==> config.mk <==
export PLATFORM = sky130hd
export DESIGN_NAME = user_test_pattern_sequencer
export DESIGN_NICKNAME = d
export VERILOG_FILES = /design/src/user_pattern_pkg.sv /design/src/pattern_store_if.sv /design/src/user_test_pattern_sequencer.sv /design/src/pattern_store.sv
export SDC_FILE = /design/constraint.sdc
export NUM_CORES = 1
export LEC_CHECK = 0
export BUFFER_PORTS_ARGS = -buffer_cell sky130_fd_sc_hd__clkbuf_2
export CORE_MARGIN = 3
export CORE_UTILIZATION = 35
export CTS_CLUSTER_DIAMETER = 150
export DETAILED_ROUTE_END_ITERATION = 8
export HOLD_SLACK_MARGIN = 0.03
export PLACE_DENSITY = 0.5
export SKIP_CTS_REPAIR_TIMING = 1
export SYNTH_ARGS = -nofsm -noshare
export SYNTH_HDL_FRONTEND = slang
export SYNTH_SLANG_ARGS = --single-unit
export TNS_END_PERCENT = 20
==> constraint.sdc <==
create_clock -name core_clk -period 7.3 [get_ports core_clk]
set_clock_uncertainty 0.05 [all_clocks]
set_input_delay 1.825 -clock core_clk [delete_from_list [all_inputs] [get_ports core_clk]]
set_output_delay 1.825 -clock core_clk [all_outputs]
set_load 0.1 [all_outputs]
==> src/user_pattern_pkg.sv <==
/*
  constants shared by the user test pattern sequencer and its pattern store.
  assumes nothing of its surroundings.
*/
package user_pattern_pkg;

  // ----------------------------------------------------------------
  // test pattern source select codes
  // ----------------------------------------------------------------
  localparam logic [3:0] SRC_NORMAL = 4'h0;
  localparam logic [3:0] SRC_USER = 4'h8;

  // ----------------------------------------------------------------
  // user sequence mode select values
  // ----------------------------------------------------------------
  localparam logic SEQ_REPEAT = 1'b0;
  localparam logic SEQ_SINGLE = 1'b1;

  // ----------------------------------------------------------------
  // pattern byte map (low byte first per pattern)
  // ----------------------------------------------------------------
  localparam logic [15:0] PATTERN_FIRST_ADDR = 16'h0551;
  localparam logic [15:0] PATTERN_LAST_ADDR = 16'h0558;
  localparam logic [7:0] PATTERN_BYTE_RESET = 8'h00;
  localparam int PATTERN_COUNT = 4;
  localparam int PATTERN_BYTES = 2 * PATTERN_COUNT;
  localparam logic [1:0] LAST_PATTERN_IDX = 2'h3;

  // ----------------------------------------------------------------
  // output buffer
  // ----------------------------------------------------------------
  localparam logic [1:0] BUF_DEPTH = 2'h2;

  typedef enum logic [1:0]
  {
    SEQ_OFF = 2'b00,
    SEQ_RUN = 2'b01,
    SEQ_DONE = 2'b10
  } seq_state_t;

endpackage : user_pattern_pkg

==> src/pattern_store_if.sv <==
/*
  carrier between the sequencer and its pattern store.
  assumes both ends run on the same clock.
*/
`timescale 1ns/1ns
interface pattern_store_if;
  logic wrEn;
  logic [2:0] wrAddr;
  logic [7:0] wrByte;
  logic [1:0] rdIdx;
  logic [15:0] rdWord;

  modport store
  (
    input wrEn,
    input wrAddr,
    input wrByte,
    input rdIdx,
    output rdWord
  );

  modport user
  (
    output wrEn,
    output wrAddr,
    output wrByte,
    output rdIdx,
    input rdWord
  );
endinterface : pattern_store_if

==> src/user_test_pattern_sequencer.sv <==
/*
  user test pattern sequencer: replaces converter samples by four loaded
  patterns in user pattern mode, through a two-entry output buffer.
  assumes config inputs and samples come from logic on core_clk.
*/
// Notes on behaviour
// RULE_01: sequence bit only matters in user mode
// RULE_02: pattern n comes from byte pair n
// RULE_03: bit zero repeats patterns one to four
// RULE_04: single mode: four patterns, then zeros
// RULE_05: bit one selects single-sequence mode
// RULE_06: source 1000 user mode, 0000 samples
// RULE_07: eight byte registers 0x0551-0x0558, reset zero
`timescale 1ns/1ns
module user_test_pattern_sequencer
#(
  parameter int WORD_WIDTH = 16
)
(
  // clock and reset
  input wire logic core_clk,
  input wire logic sys_rst,
  // configuration
  input wire logic [3:0] testPatternSourceSelect,
  input wire logic userSequenceModeSelect,
  input wire logic cfgWrite,
  input wire logic [15:0] cfgAddr,
  input wire logic [7:0] cfgWrData,
  // converter samples
  input wire logic [WORD_WIDTH-1:0] sampleData,
  input wire logic sampleValid,
  output logic sampleReady,
  // output stream
  output logic [WORD_WIDTH-1:0] outData,
  output logic outValid,
  input wire logic outReady
);

  pattern_store_if storeBus ();

  user_pattern_pkg::seq_state_t state_q;
  logic [1:0] idx_q;
  logic userMode;
  logic singleMode;
  logic genValid;
  logic [WORD_WIDTH-1:0] genWord;
  logic push;
  logic pop;
  logic advance;
  logic [WORD_WIDTH-1:0] slot0_q;
  logic [WORD_WIDTH-1:0] slot1_q;
  logic [1:0] cnt_q;
  logic [1:0] cnt_d;
  logic [15:0] cfgOffset;

  pattern_store u_store
  (
    .core_clk(core_clk),
    .sys_rst(sys_rst),
    .bus(storeBus)
  );

  // ----------------------------------------------------------------
  // pattern byte writes
  // ----------------------------------------------------------------
  assign cfgOffset = cfgAddr - user_pattern_pkg::PATTERN_FIRST_ADDR;
  assign storeBus.wrEn = cfgWrite
    && cfgAddr >= user_pattern_pkg::PATTERN_FIRST_ADDR
    && cfgAddr <= user_pattern_pkg::PATTERN_LAST_ADDR; // [RULE_07]
  assign storeBus.wrAddr = cfgOffset[2:0];
  assign storeBus.wrByte = cfgWrData;

  // ----------------------------------------------------------------
  // mode decode
  // ----------------------------------------------------------------
  // any code other than user mode passes samples; other generators live elsewhere
  assign userMode = testPatternSourceSelect == user_pattern_pkg::SRC_USER; // [RULE_06]
  // sequence bit is masked outside user mode
  assign singleMode = userMode
    && userSequenceModeSelect == user_pattern_pkg::SEQ_SINGLE; // [RULE_01] [RULE_05]

  // ----------------------------------------------------------------
  // word generation
  // ----------------------------------------------------------------
  always_comb
  begin
    if (userMode)
    begin
      genValid = 1'b1;
      genWord = (state_q == user_pattern_pkg::SEQ_DONE)
        ? '0 : WORD_WIDTH'(storeBus.rdWord); // [RULE_04]
    end
    else
    begin
      genValid = sampleValid;
      genWord = sampleData; // [RULE_06]
    end
  end

  assign push = genValid && cnt_q != user_pattern_pkg::BUF_DEPTH;
  assign pop = cnt_q != 2'h0 && outReady;
  assign advance = userMode && push && state_q != user_pattern_pkg::SEQ_DONE;
  // prefetch keeps rdWord aligned with idx_q
  assign storeBus.rdIdx = advance ? idx_q + 2'h1 : idx_q;

  // ----------------------------------------------------------------
  // sequencer
  // ----------------------------------------------------------------
  always_ff @(posedge core_clk or posedge sys_rst)
  begin
    if (sys_rst)
    begin
      state_q <= user_pattern_pkg::SEQ_OFF;
      idx_q <= 2'h0;
    end
    else if (!userMode)
    begin
      state_q <= user_pattern_pkg::SEQ_OFF;
      idx_q <= 2'h0;
    end
    else
    begin
      unique case (state_q)
        user_pattern_pkg::SEQ_OFF,
        user_pattern_pkg::SEQ_RUN:
        begin
          state_q <= user_pattern_pkg::SEQ_RUN;
          if (advance)
          begin
            idx_q <= idx_q + 2'h1; // [RULE_03]
            if (idx_q == user_pattern_pkg::LAST_PATTERN_IDX && singleMode)
            begin
              state_q <= user_pattern_pkg::SEQ_DONE; // [RULE_04]
            end
          end
        end
        user_pattern_pkg::SEQ_DONE:
        begin
          // leaving single mode restarts the repeating order at pattern one
          if (!singleMode)
          begin
            state_q <= user_pattern_pkg::SEQ_RUN; // [RULE_03]
            idx_q <= 2'h0;
          end
        end
        default:
        begin
          state_q <= user_pattern_pkg::SEQ_OFF;
          idx_q <= 2'h0;
        end
      endcase
    end
  end

  // ----------------------------------------------------------------
  // two-entry output buffer
  // ----------------------------------------------------------------
  always_comb
  begin
    cnt_d = cnt_q;
    if (push && !pop)
    begin
      cnt_d = cnt_q + 2'h1;
    end
    else if (pop && !push)
    begin
      cnt_d = cnt_q - 2'h1;
    end
  end

  always_ff @(posedge core_clk or posedge sys_rst)
  begin
    if (sys_rst)
    begin
      slot0_q <= '0;
      slot1_q <= '0;
      cnt_q <= 2'h0;
    end
    else
    begin
      cnt_q <= cnt_d;
      if (pop)
      begin
        slot0_q <= (cnt_q == 2'h1) ? genWord : slot1_q;
        if (push && cnt_q == 2'h2)
        begin
          slot1_q <= genWord;
        end
        else if (push)
        begin
          slot1_q <= slot1_q;
        end
        if (push && cnt_q == 2'h2)
        begin
          slot0_q <= slot1_q;
        end
      end
      else if (push)
      begin
        if (cnt_q == 2'h0)
        begin
          slot0_q <= genWord;
        end
        else
        begin
          slot1_q <= genWord;
        end
      end
    end
  end

  // ----------------------------------------------------------------
  // registered handshake outputs
  // ----------------------------------------------------------------
  always_ff @(posedge core_clk or posedge sys_rst)
  begin
    if (sys_rst)
    begin
      outValid <= 1'b0;
      sampleReady <= 1'b0;
    end
    else
    begin
      outValid <= cnt_d != 2'h0;
      // samples are drained and dropped while patterns replace them
      sampleReady <= cnt_d != user_pattern_pkg::BUF_DEPTH;
    end
  end

  assign outData = slot0_q;

endmodule : user_test_pattern_sequencer

==> src/pattern_store.sv <==
/*
  eight byte registers holding the four user patterns, registered read.
  assumes writes and reads come from logic on core_clk.
*/
`timescale 1ns/1ns
module pattern_store
(
  // clock and reset
  input wire logic core_clk,
  input wire logic sys_rst,
  // access
  pattern_store_if.store bus
);

  logic [7:0] byte_q [user_pattern_pkg::PATTERN_BYTES];
  logic [15:0] rdWord_q;

  // ----------------------------------------------------------------
  // byte storage
  // ----------------------------------------------------------------
  always_ff @(posedge core_clk or posedge sys_rst)
  begin
    if (sys_rst)
    begin
      for (int i = 0; i < user_pattern_pkg::PATTERN_BYTES; i++)
      begin
        byte_q[i] <= user_pattern_pkg::PATTERN_BYTE_RESET; // [RULE_07]
      end
    end
    else if (bus.wrEn)
    begin
      byte_q[bus.wrAddr] <= bus.wrByte; // [RULE_07]
    end
  end

  // ----------------------------------------------------------------
  // read port: pattern n is always pair n
  // ----------------------------------------------------------------
  always_ff @(posedge core_clk or posedge sys_rst)
  begin
    if (sys_rst)
    begin
      rdWord_q <= 16'h0000;
    end
    else
    begin
      rdWord_q <= {byte_q[{bus.rdIdx, 1'b1}], byte_q[{bus.rdIdx, 1'b0}]}; // [RULE_02]
    end
  end

  assign bus.rdWord = rdWord_q;

endmodule : pattern_store

Word level (Yosys, flattened, before mapping). Index checks and enable logic that the tools add are counted.

$add $sub $neg: 4. Mux-type cells: 32. Reductions and logical operators: 23. Bitwise logic cells: 3. Eq/ne operators: 12. Order comparisons: 6.

Operator list (count): 16-bit 2-to-1 mux (11); 64-bit bitwise mux (1); 8-bit binary-select mux with 3-bit select (2); 8-bit 2-to-1 mux (5); 8-bit demux with 3-bit select (1); 2-bit 2-to-1 mux (9); 16-bit by 11-bit >= comparator with 1-bit output (second input constant) (1); 16-bit by 11-bit <= comparator with 1-bit output (second input constant) (1); 4-bit >= comparator (second input constant) (3); 1-bit logical AND (12); 3-bit inverter with 4-bit output (3); 2-bit inequality test (second input constant) (4); 2-bit case mux with 2 select lines (2); 2-bit nonzero test (4); 2-bit equality test (second input constant) (3); 2-bit by 1-bit adder with 2-bit output (second input constant) (2); 2-bit by 1-bit equality test with 1-bit output (second input constant) (2); 4-bit equality test (second input constant) (1); 2-bit zero test (2); 4-bit by 1-bit less-than comparator with 1-bit output (second input constant) (1); 3-bit inequality test (second input constant) (1); 3-bit AND reduction (1); 3-bit by 1-bit subtractor with 3-bit output (second input constant) (1); 1-bit zero test (2); other kinds (5) (5).

Register bits: 120. Bits of input ports: 50. Logic and storage cells: 96. Output and inout bits: 18.

Depth between registers and ports, before layout. Gate-level depths: netlist (run 1).

Depth after elaboration: 10. Mapped depth: 8. Gate-level depth less buffers: 6.

By module. A second synthesis (run 1) with hierarchy kept.

Cells, all modules: 405. Area total of the unflattened synthesis: 5500.3 µm².

By module, submodules not included: pattern_store (area an instance 3236.9 µm², sequential area each 2001.9 µm², cells each 180, instances 1); user_test_pattern_sequencer (area an instance 2263.4 µm², sequential area each 1001.0 µm², cells each 225, instances 1).

Least setup slack after synthesis (run 1). Ideal clock, no wire load.

Path kind: in2reg. Start point: input port cfgAddr[1]. End point: register u_store.byte_q[16] in the netlist's numbering. Slack: 3.809 ns. Data required time: 7.125 ns. Library setup time: 0.125 ns. Data arrival time: 3.316 ns. Stages on the path: 7. Path buffers: 1. Path through: inv_1 ha_1 buf_2 nor4bb_1 a41oi_1 nor2_2 mux2_2.

Word-level cells in the longest chain between the ends: 7. Elaborated cells on any way between the ends: 12. Those cells by class: add/sub (1); order compare (4); mux (3); bitwise (1); reduce/logical (3).

RTL lines: start, declared (line user_test_pattern_sequencer.sv:27) `input wire logic [15:0] cfgAddr,`; 3-bit by 1-bit subtractor with 3-bit output (line user_test_pattern_sequencer.sv:66) `assign cfgOffset = cfgAddr - user_pattern_pkg::PATTERN_FIRST_ADDR;`; 3-bit inverter with 4-bit output (implied by the code) (line pattern_store.sv:32) `byte_q[bus.wrAddr] <= bus.wrByte;`; 4-bit >= comparator (implied by the code) or 4-bit by 1-bit less-than comparator with 1-bit output (tied branches) (line pattern_store.sv:32); 1-bit logical AND (implied by the code) (line pattern_store.sv:32); 8-bit 2-to-1 mux (implied by the code) (line pattern_store.sv:32); 8-bit demux with 3-bit select (line pattern_store.sv:32); 64-bit bitwise mux (line pattern_store.sv:32); end signal, assigned by index (line pattern_store.sv:27) `byte_q[i] <= user_pattern_pkg::PATTERN_BYTE_RESET;`; end signal, assigned by index (line pattern_store.sv:32); end, declared (line pattern_store.sv:15) `logic [7:0] byte_q [user_pattern_pkg::PATTERN_BYTES];`.

Several ways; a longest one is shown, not always the timed one. A chain may end at the register's enable or synchronous reset.

Final worst setup path (run 1).
Start point: input port testPatternSourceSelect[1]. End point: register u_store.rdWord_q[11], in the netlist u_store.bus.rdWord[11].

Word-level cells in the longest chain between the ends: 10.

RTL lines: start, declared (line user_test_pattern_sequencer.sv:24) `input wire logic [3:0] testPatternSourceSelect,`; 4-bit equality test * (line user_test_pattern_sequencer.sv:77) `assign userMode = testPatternSourceSelect == user_pattern_pkg::SRC_USER;`; 1-bit 2-to-1 mux (line user_test_pattern_sequencer.sv:87) `if (userMode)`; 1-bit logical AND (line user_test_pattern_sequencer.sv:100) `assign push = genValid && cnt_q != user_pattern_pkg::BUF_DEPTH;`; 1-bit logical AND * (2 in series) (line user_test_pattern_sequencer.sv:102) `assign advance = userMode && push && state_q != user_pattern_pkg::SEQ_DONE;`; 2-bit 2-to-1 mux *; 3-bit inverter with 4-bit output (implied by the code) * (line pattern_store.sv:47) `rdWord_q <= {byte_q[{bus.rdIdx, 1'b1}], byte_q[{bus.rdIdx, 1'b0}]};`; 8-bit binary-select mux with 3-bit select * (line pattern_store.sv:47); 8-bit 2-to-1 mux (implied by the code) * (2 in series) (line pattern_store.sv:47); end signal, assigned (line pattern_store.sv:47); end, declared (line pattern_store.sv:16) `logic [15:0] rdWord_q;`.

Every way passes the cells marked *; elsewhere a longest branch is shown, timed or not. The select of a mux whose other input is x is not followed.

==> impl_metrics.tcl, run 1 <==
set metrics [dict create \
    status "complete, no violations" \
    ir_drop_uv 244 \
    synth_commonest_cells "120 x dfrtp_1, 84 x mux2_2, 39 x nand2_1" \
    hold_viol 0 \
    cellPowerDensity_nw_per_um2 345 \
    htree_levels 4 \
    die_w_um 138 \
    grt_max_degree 76 \
    met2_usage_pct 23.3 \
    dieArea_um2 19100 \
    post-synth-top-count-cell "dfrtp_1" \
    worstPathRequired_ps 7550 \
    cts_tree "done" \
    path_class "in2reg" \
    initial_core_util_pct 36.4 \
    ant_nets 0 \
    slew_violations 0 \
    syn-mean-instance-area_um2 12.1 \
    post-place-ws_ps 3160 \
    synth_edf_count 0 \
    grt_pass1_wl_um 23300 \
    synthCells 506 \
    ys_top_cells_by_area "dfrtp_1 49%, mux2_2 15%, mux2_4 3.9%" \
    drive_above_1_share_pct 39.2 \
    dr.pass1.iters 4 \
    drt_first_iter_violations 259 \
    ios 68 \
    core_um2 16800 \
    netlist.area_leader.share_pct 49.1 \
    final.min_clock_period_ps 3710 \
    vias_per_cell 5.26 \
    crit_fanout 21 \
    clk_latency_ps 420 \
    grt_pass1_vias 4427 \
    synth_flop_cell "dfrtp_1" \
    tightest_slew_ps 958 \
    grt_use_met1_pct 20.9 \
    cts-root-buf "clkbuf_16" \
    port_buffers 67 \
    row_count 47 \
    ys_seq_area_share_pct 49.1 \
    ys.warnings.count 0 \
    end_kind "flip-flop" \
    fin_ws_ps 3590 \
    max_stage_delay_ps 670 \
    setup_viol 0 \
    clk_pin_slew_ps 50 \
    synth.distinct_cells 49 \
    numCtsBuffers 17 \
    grtUsageMet3_pct 4.28 \
    wl_um 13900 \
    setup_tns_ps 0 \
    clk_path_buf_depth 2 \
    wire_per_inst_um 17.3 \
    p_leak_nw 3.52 \
    path_cells "clkbuf_2 > nor4b_4 > buf_4 > nand3_1 > mux2_2 > o221a_2" \
    drc 0 \
    synth-async-reset-ratio_pct 100 \
    startpoint_type "input port" \
    top_usage_layer "met2" \
    hold_path_class "reg2reg" \
    die_h_um 138 \
    n_fill_cell 1611 \
    worst_path_max_delay_cell "nand3_1" \
    place_hpwl_um 9460 \
    place.gp.congestion 0.746 \
    rsz0062_at_grt "false" \
    antenna_cells 0 \
    synthesis.area_um2 6110 \
    relSlewSlack_pct 36.1 \
    grt-ovfl-total 0 \
    syn-num-nets 563 \
    min_period_over_period_pct 50.8 \
    cts_sinks 120 \
    drv_cap 0 \
    ys_ff_latch 120 \
    antenna_found_initial 0 \
    area_delta_synth_final_pct 19.1 \
    via_count 4214 \
    fmax_ghz 0.270 \
    arrival_ps 3960 \
    yosys.area.top_type "dfrtp_1" \
    grt_usage_pct 15.3 \
    nets 625 \
]
[logic make-up (layout without fill, tap and decap cells)]
logic type / count (synthesis) / in the layout / share of synthesized area (%)
AOI/OAI and AO/OA: 100 / 100 / 11.8
xor gates and xnor gates: 3 / 3 / 0.430
adders and majority gates: 7 / 7 / 1.43
buffers and inverters: 39 / 114 / 2.91
DFF: 120 / 120 / 49.1
muxes: 119 / 119 / 23.7
and+or+nand+nor: 118 / 118 / 10.6
[worst max-delay path, delay by kind of cell]
| family | cells | cell delay (ps) |
|---|---|---|
| and+or+nand+nor | 2 | 930 |
| muxes | 1 | 570 |
| buffers and inverters | 2 | 390 |
| AOI/OAI and AO/OA | 1 | 250 |
[worst paths after layout]
check                                            from                     end  slack, ps  cells after the start
max                        testPatternSourceSelect[1]  u_store.bus.rdWord[11]       3590                      6
min                                        slot1_q[5]              slot1_q[5]        430                      1
max reg2reg                                state_q[0]  u_store.bus.rdWord[11]       4580                      4
min reg2reg                                slot1_q[5]              slot1_q[5]        430                      1
max in group asynchronous                     sys_rst              outData[1]       4490                      3
min in group asynchronous                     sys_rst      u_store.byte_q[37]       1560                      2
[area by class of cell]
class / count / area, um^2 / share of cell area [%]
clock buffers: 24 / 502 / 6.89
clock inverters: 8 / 140 / 1.93
inverters: 9 / 36.3 / 0.498
multi-input cells: 347 / 2940 / 40.4
flip-flops and latches: 120 / 3000 / 41.3
well taps: 220 / 275 / 3.78
repair buffers: 73 / 380 / 5.23
[cell usage in the layout (no fill, tap or decap), types with 7 or more instances in the layout]
| cell type | instances |
|---|---|
| mux2_4 | 16 |
| nand2_1 | 39 |
| a21o_1 | 16 |
| o221ai_1 | 13 |
| a2bb2oi_1 | 10 |
| mux2i_1 | 13 |
| clkbuf_16 | 17 |
| nor2_1 | 25 |
| clkbuf_2 | 67 |
| a31oi_1 | 19 |
| mux2_2 | 84 |
| a21oi_1 | 21 |
| nand2b_1 | 8 |
| dfrtp_1 | 120 |
| inv_1 | 8 |
| ha_1 | 7 |
| nand3_1 | 18 |
[power breakdown]
group / switching, W / leakage [nW] / internal, W / total, W
Sequential: 0.0000498 / 1.60 / 0.000772 / 0.000822
Clock: 0.000283 / 0.320 / 0.000614 / 0.000897
Combinational: 0.000583 / 1.60 / 0.000211 / 0.000794
[stage by stage]
step,hold slack [ps],total power [W],cells,utilization [%],cell area [um^2]
after global routing,440,0.00263,801,43.3,7280
final,426,0.00251,801,43.3,7280
after global placement,408,0.00162,769,39.5,6640
after detailed placement,416,0.00164,769,39.5,6640
after floorplan,400,0.00150,506,-,6110
after CTS,429,0.00254,801,43.3,7280
[routing by layer]
layer	part of all wire, %	up-vias	wire length (um)
li1	-	2010	-
met2	46	97	6360
met1	48	2092	6730
met3	4.4	15	614
met4	1.2	0	173
met5	0	-	0
[sequential cells by signal, summed over array words and instances, names as in the netlist]
register            cells
sampleReady             1
idx_q                   2
outData                16
u_store.bus.rdWord     16
state_q                 2
u_store.byte_q         64
slot1_q                16
cnt_q                   2
outValid                1
(Power assumes the default switching activity.)
==> run 2: changes to the inputs <==
--- a/config.mk
+++ b/config.mk
@@ -5,6 +5,7 @@
 export SDC_FILE = /design/constraint.sdc
 export NUM_CORES = 1
 export LEC_CHECK = 0
+export ABC_AREA = 1
 export BUFFER_PORTS_ARGS = -buffer_cell sky130_fd_sc_hd__clkbuf_2
 export CORE_MARGIN = 3
 export CORE_UTILIZATION = 35
==> constraint.sdc (replaced) <==
create_clock -name core_clk -period 3.7 [get_ports core_clk]
set_clock_uncertainty 0.05 [all_clocks]
set_input_delay 0.925 -clock core_clk [delete_from_list [all_inputs] [get_ports core_clk]]
set_output_delay 0.925 -clock core_clk [all_outputs]
set_load 0.1 [all_outputs]
==> impl_metrics.tcl, run 2 <==
set metrics [dict create \
    clk_pin_slew_ps 50 \
    min_period_over_period_pct 69.7 \
    largest_register_ffs 64 \
    clk_latency_ps 420 \
    p_total_w 0.00502 \
    setup_tns_ps 0 \
    max_stage_delay_ps 430 \
    grt_usage_pct 17.0 \
    initial_core_util_pct 36.3 \
    yosys.area.top_type "dfrtp_1" \
    ant_nets 0 \
    mostFrequentLayoutCells "342 x nand2_1, 120 x dfrtp_1, 85 x inv_1, 76 x nand4_1, 67 x clkbuf_2" \
    area_delta_synth_final_pct 16.7 \
    synth_edf_count 0 \
    mostFrequentLayoutCell "nand2_1" \
    p_leak_nw 4.00 \
    grt_max_degree 66 \
    wl_um 16100 \
    path_cells "clkbuf_2 > inv_2 > buf_4 > ha_1 > nor2_4 > nand4_1 > nand2_1 > nand2_1" \
    die_h_um 141 \
    drc 0 \
    regMostFlops "u_store.byte_q" \
    hold_path_class "reg2reg" \
    post-synth-top-count-cell "nand2_1" \
    synth_commonest_cells "342 x nand2_1, 120 x dfrtp_1, 86 x inv_1" \
    synth_flop_cell "dfrtp_1" \
    place.gp.congestion 0.754 \
    cpMostUsedCell "nand2_1" \
    die_w_um 141 \
    setup_viol 0 \
    grt-ovfl-total 0 \
    ys_top_cells_by_area "dfrtp_1 47%, nand2_1 20%, nand4_1 7.5%" \
    whs_ps 424 \
    synthesis.area_um2 6370 \
    numCtsBuffers 17 \
    end_kind "flip-flop" \
    rrSetupSlack_ps 1350 \
    startpoint_type "input port" \
    synthCells 813 \
    path_class "in2reg" \
    clk_path_buf_depth 2 \
    final.min_clock_period_ps 2580 \
    fin_util_pct 42.4 \
    slew_violations 0 \
    port_buffers 67 \
    drive_above_1_share_pct 16.6 \
    antenna_cells 0 \
    relSlewSlack_pct 28.1 \
    hold_viol 0 \
    synth-async-reset-ratio_pct 100 \
    ir_drop_uv 702 \
    antenna_found_initial 0 \
    synth.distinct_cells 29 \
    cts_sinks 120 \
    grt_pass1_wl_um 27000 \
    htree_levels 4 \
    ios 68 \
    worstPathRequired_ps 3950 \
    drv_cap 0 \
    critPathTopFamily "simple AND/OR/NAND/NOR gates" \
    vias_per_cell 4.81 \
    syn-num-nets 870 \
    dr.pass1.iters 5 \
    status "complete, no violations" \
    wire_per_inst_um 14.6 \
    netlist.area_leader.share_pct 47.2 \
    ys_seq_area_share_pct 47.2 \
    worst_path_max_delay_cell "nand4_1" \
    fmax_ghz 0.388 \
    core_um2 17500 \
    ys.warnings.count 0 \
    via_count 5300 \
    grt_pass1_vias 4993 \
    row_count 48 \
    dieArea_um2 19900 \
    rsz0062_at_grt "false" \
    path_buf_inv 3 \
    ys_ff_latch 120 \
    nets 921 \
    cts_tree "done" \
    crit_fanout 37 \
    cts-root-buf "clkbuf_16" \
    syn-mean-instance-area_um2 7.83 \
    arrival_ps 2830 \
    cellPowerDensity_nw_per_um2 675 \
    tightest_slew_ps 1080 \
    place_hpwl_um 10700 \
    drt_first_iter_violations 409 \
]
## run 2: cell types whose count changed after synthesis, moves of 17 or more
cell / delta
o21ai_0: +17
nand3_1: +37
a31oi_1: -19
nor2_1: -19
nand4_1: +76
buf_2: +18
inv_1: +77
a21oi_1: -20
nand2_1: +303
mux2_2: -84
## run 2: worst register-to-register path, cell delays in order (launching register included)
cell and delay (ps):
dfrtp_1 380, inv_1 90, ha_1 190, inv_1 210
nand3_4 160, nand2_1 90, nand2_1 620, nand2_1 240
nand3_1 130, nand2_1 120
## run 2: kinds of logic (layout without fill, tap and decap cells)
kind of cell / count (synthesis) / count (layout) / synth area share, %
AO/OA/AOI/OAI: 37 / 37 / 3.99
XOR/XNOR: 1 / 1 / 0.255
adder cells (fa/ha/maj): 7 / 7 / 1.38
buffers and inverters: 138 / 201 / 10.6
flip-flops: 120 / 120 / 47.2
AND/OR/NAND/NOR: 510 / 510 / 36.7
## run 2: routing by layer
layer	part of all wire, %	GRT usage, %
met1	52	25.9
met3	4.9	3.87
met5	0	0
met2	42	24.2
met4	0.93	4.49
## run 2: path summary, 6_finish.rpt
| check | start | to | cells after the start |
|---|---|---|---|
| setup / recovery | cfgAddr[0] | u_store.byte_q[43] | 8 |
| hold / removal | outData[0] | outData[0] | 2 |
| setup reg to reg | cnt_q[0] | u_store.bus.rdWord[11] | 9 |
| hold reg to reg | outData[0] | outData[0] | 2 |
| max in group asynchronous | sys_rst | u_store.bus.rdWord[3] | 4 |
| min in group asynchronous | sys_rst | state_q[1] | 2 |
## run 2: power by group
part | switching, W | internal [W] | leakage, nW
combinational | 0.00126 | 0.000307 | 2.06
sequential | 0.0000917 | 0.00151 | 1.61
clock | 0.000571 | 0.00128 | 0.329
total | 0.00192 | 0.00310 | 4.00
## run 2: final cells by class
cell class / instances / area, um^2
Inverter: 92 / 349
Tap cell: 225 / 282
Multi-Input combinational cell: 555 / 2690
Clock buffer: 23 / 498
Fill cell: 1825 / 10100
Sequential cell: 120 / 3000
Clock inverter: 8 / 165
Timing Repair Buffer: 78 / 443
## run 2: metrics by stage
| stage | area, um^2 | worst slack [ps] | instances |
|---|---|---|---|
| final | 7430 | 1120 | 1101 |
| after detailed placement | 6770 | 686 | 1070 |
| after global placement | 6770 | 694 | 1070 |
| after floorplan | 6370 | 1050 | 813 |
| after global routing | 7430 | 918 | 1101 |
| after CTS | 7430 | 1100 | 1101 |
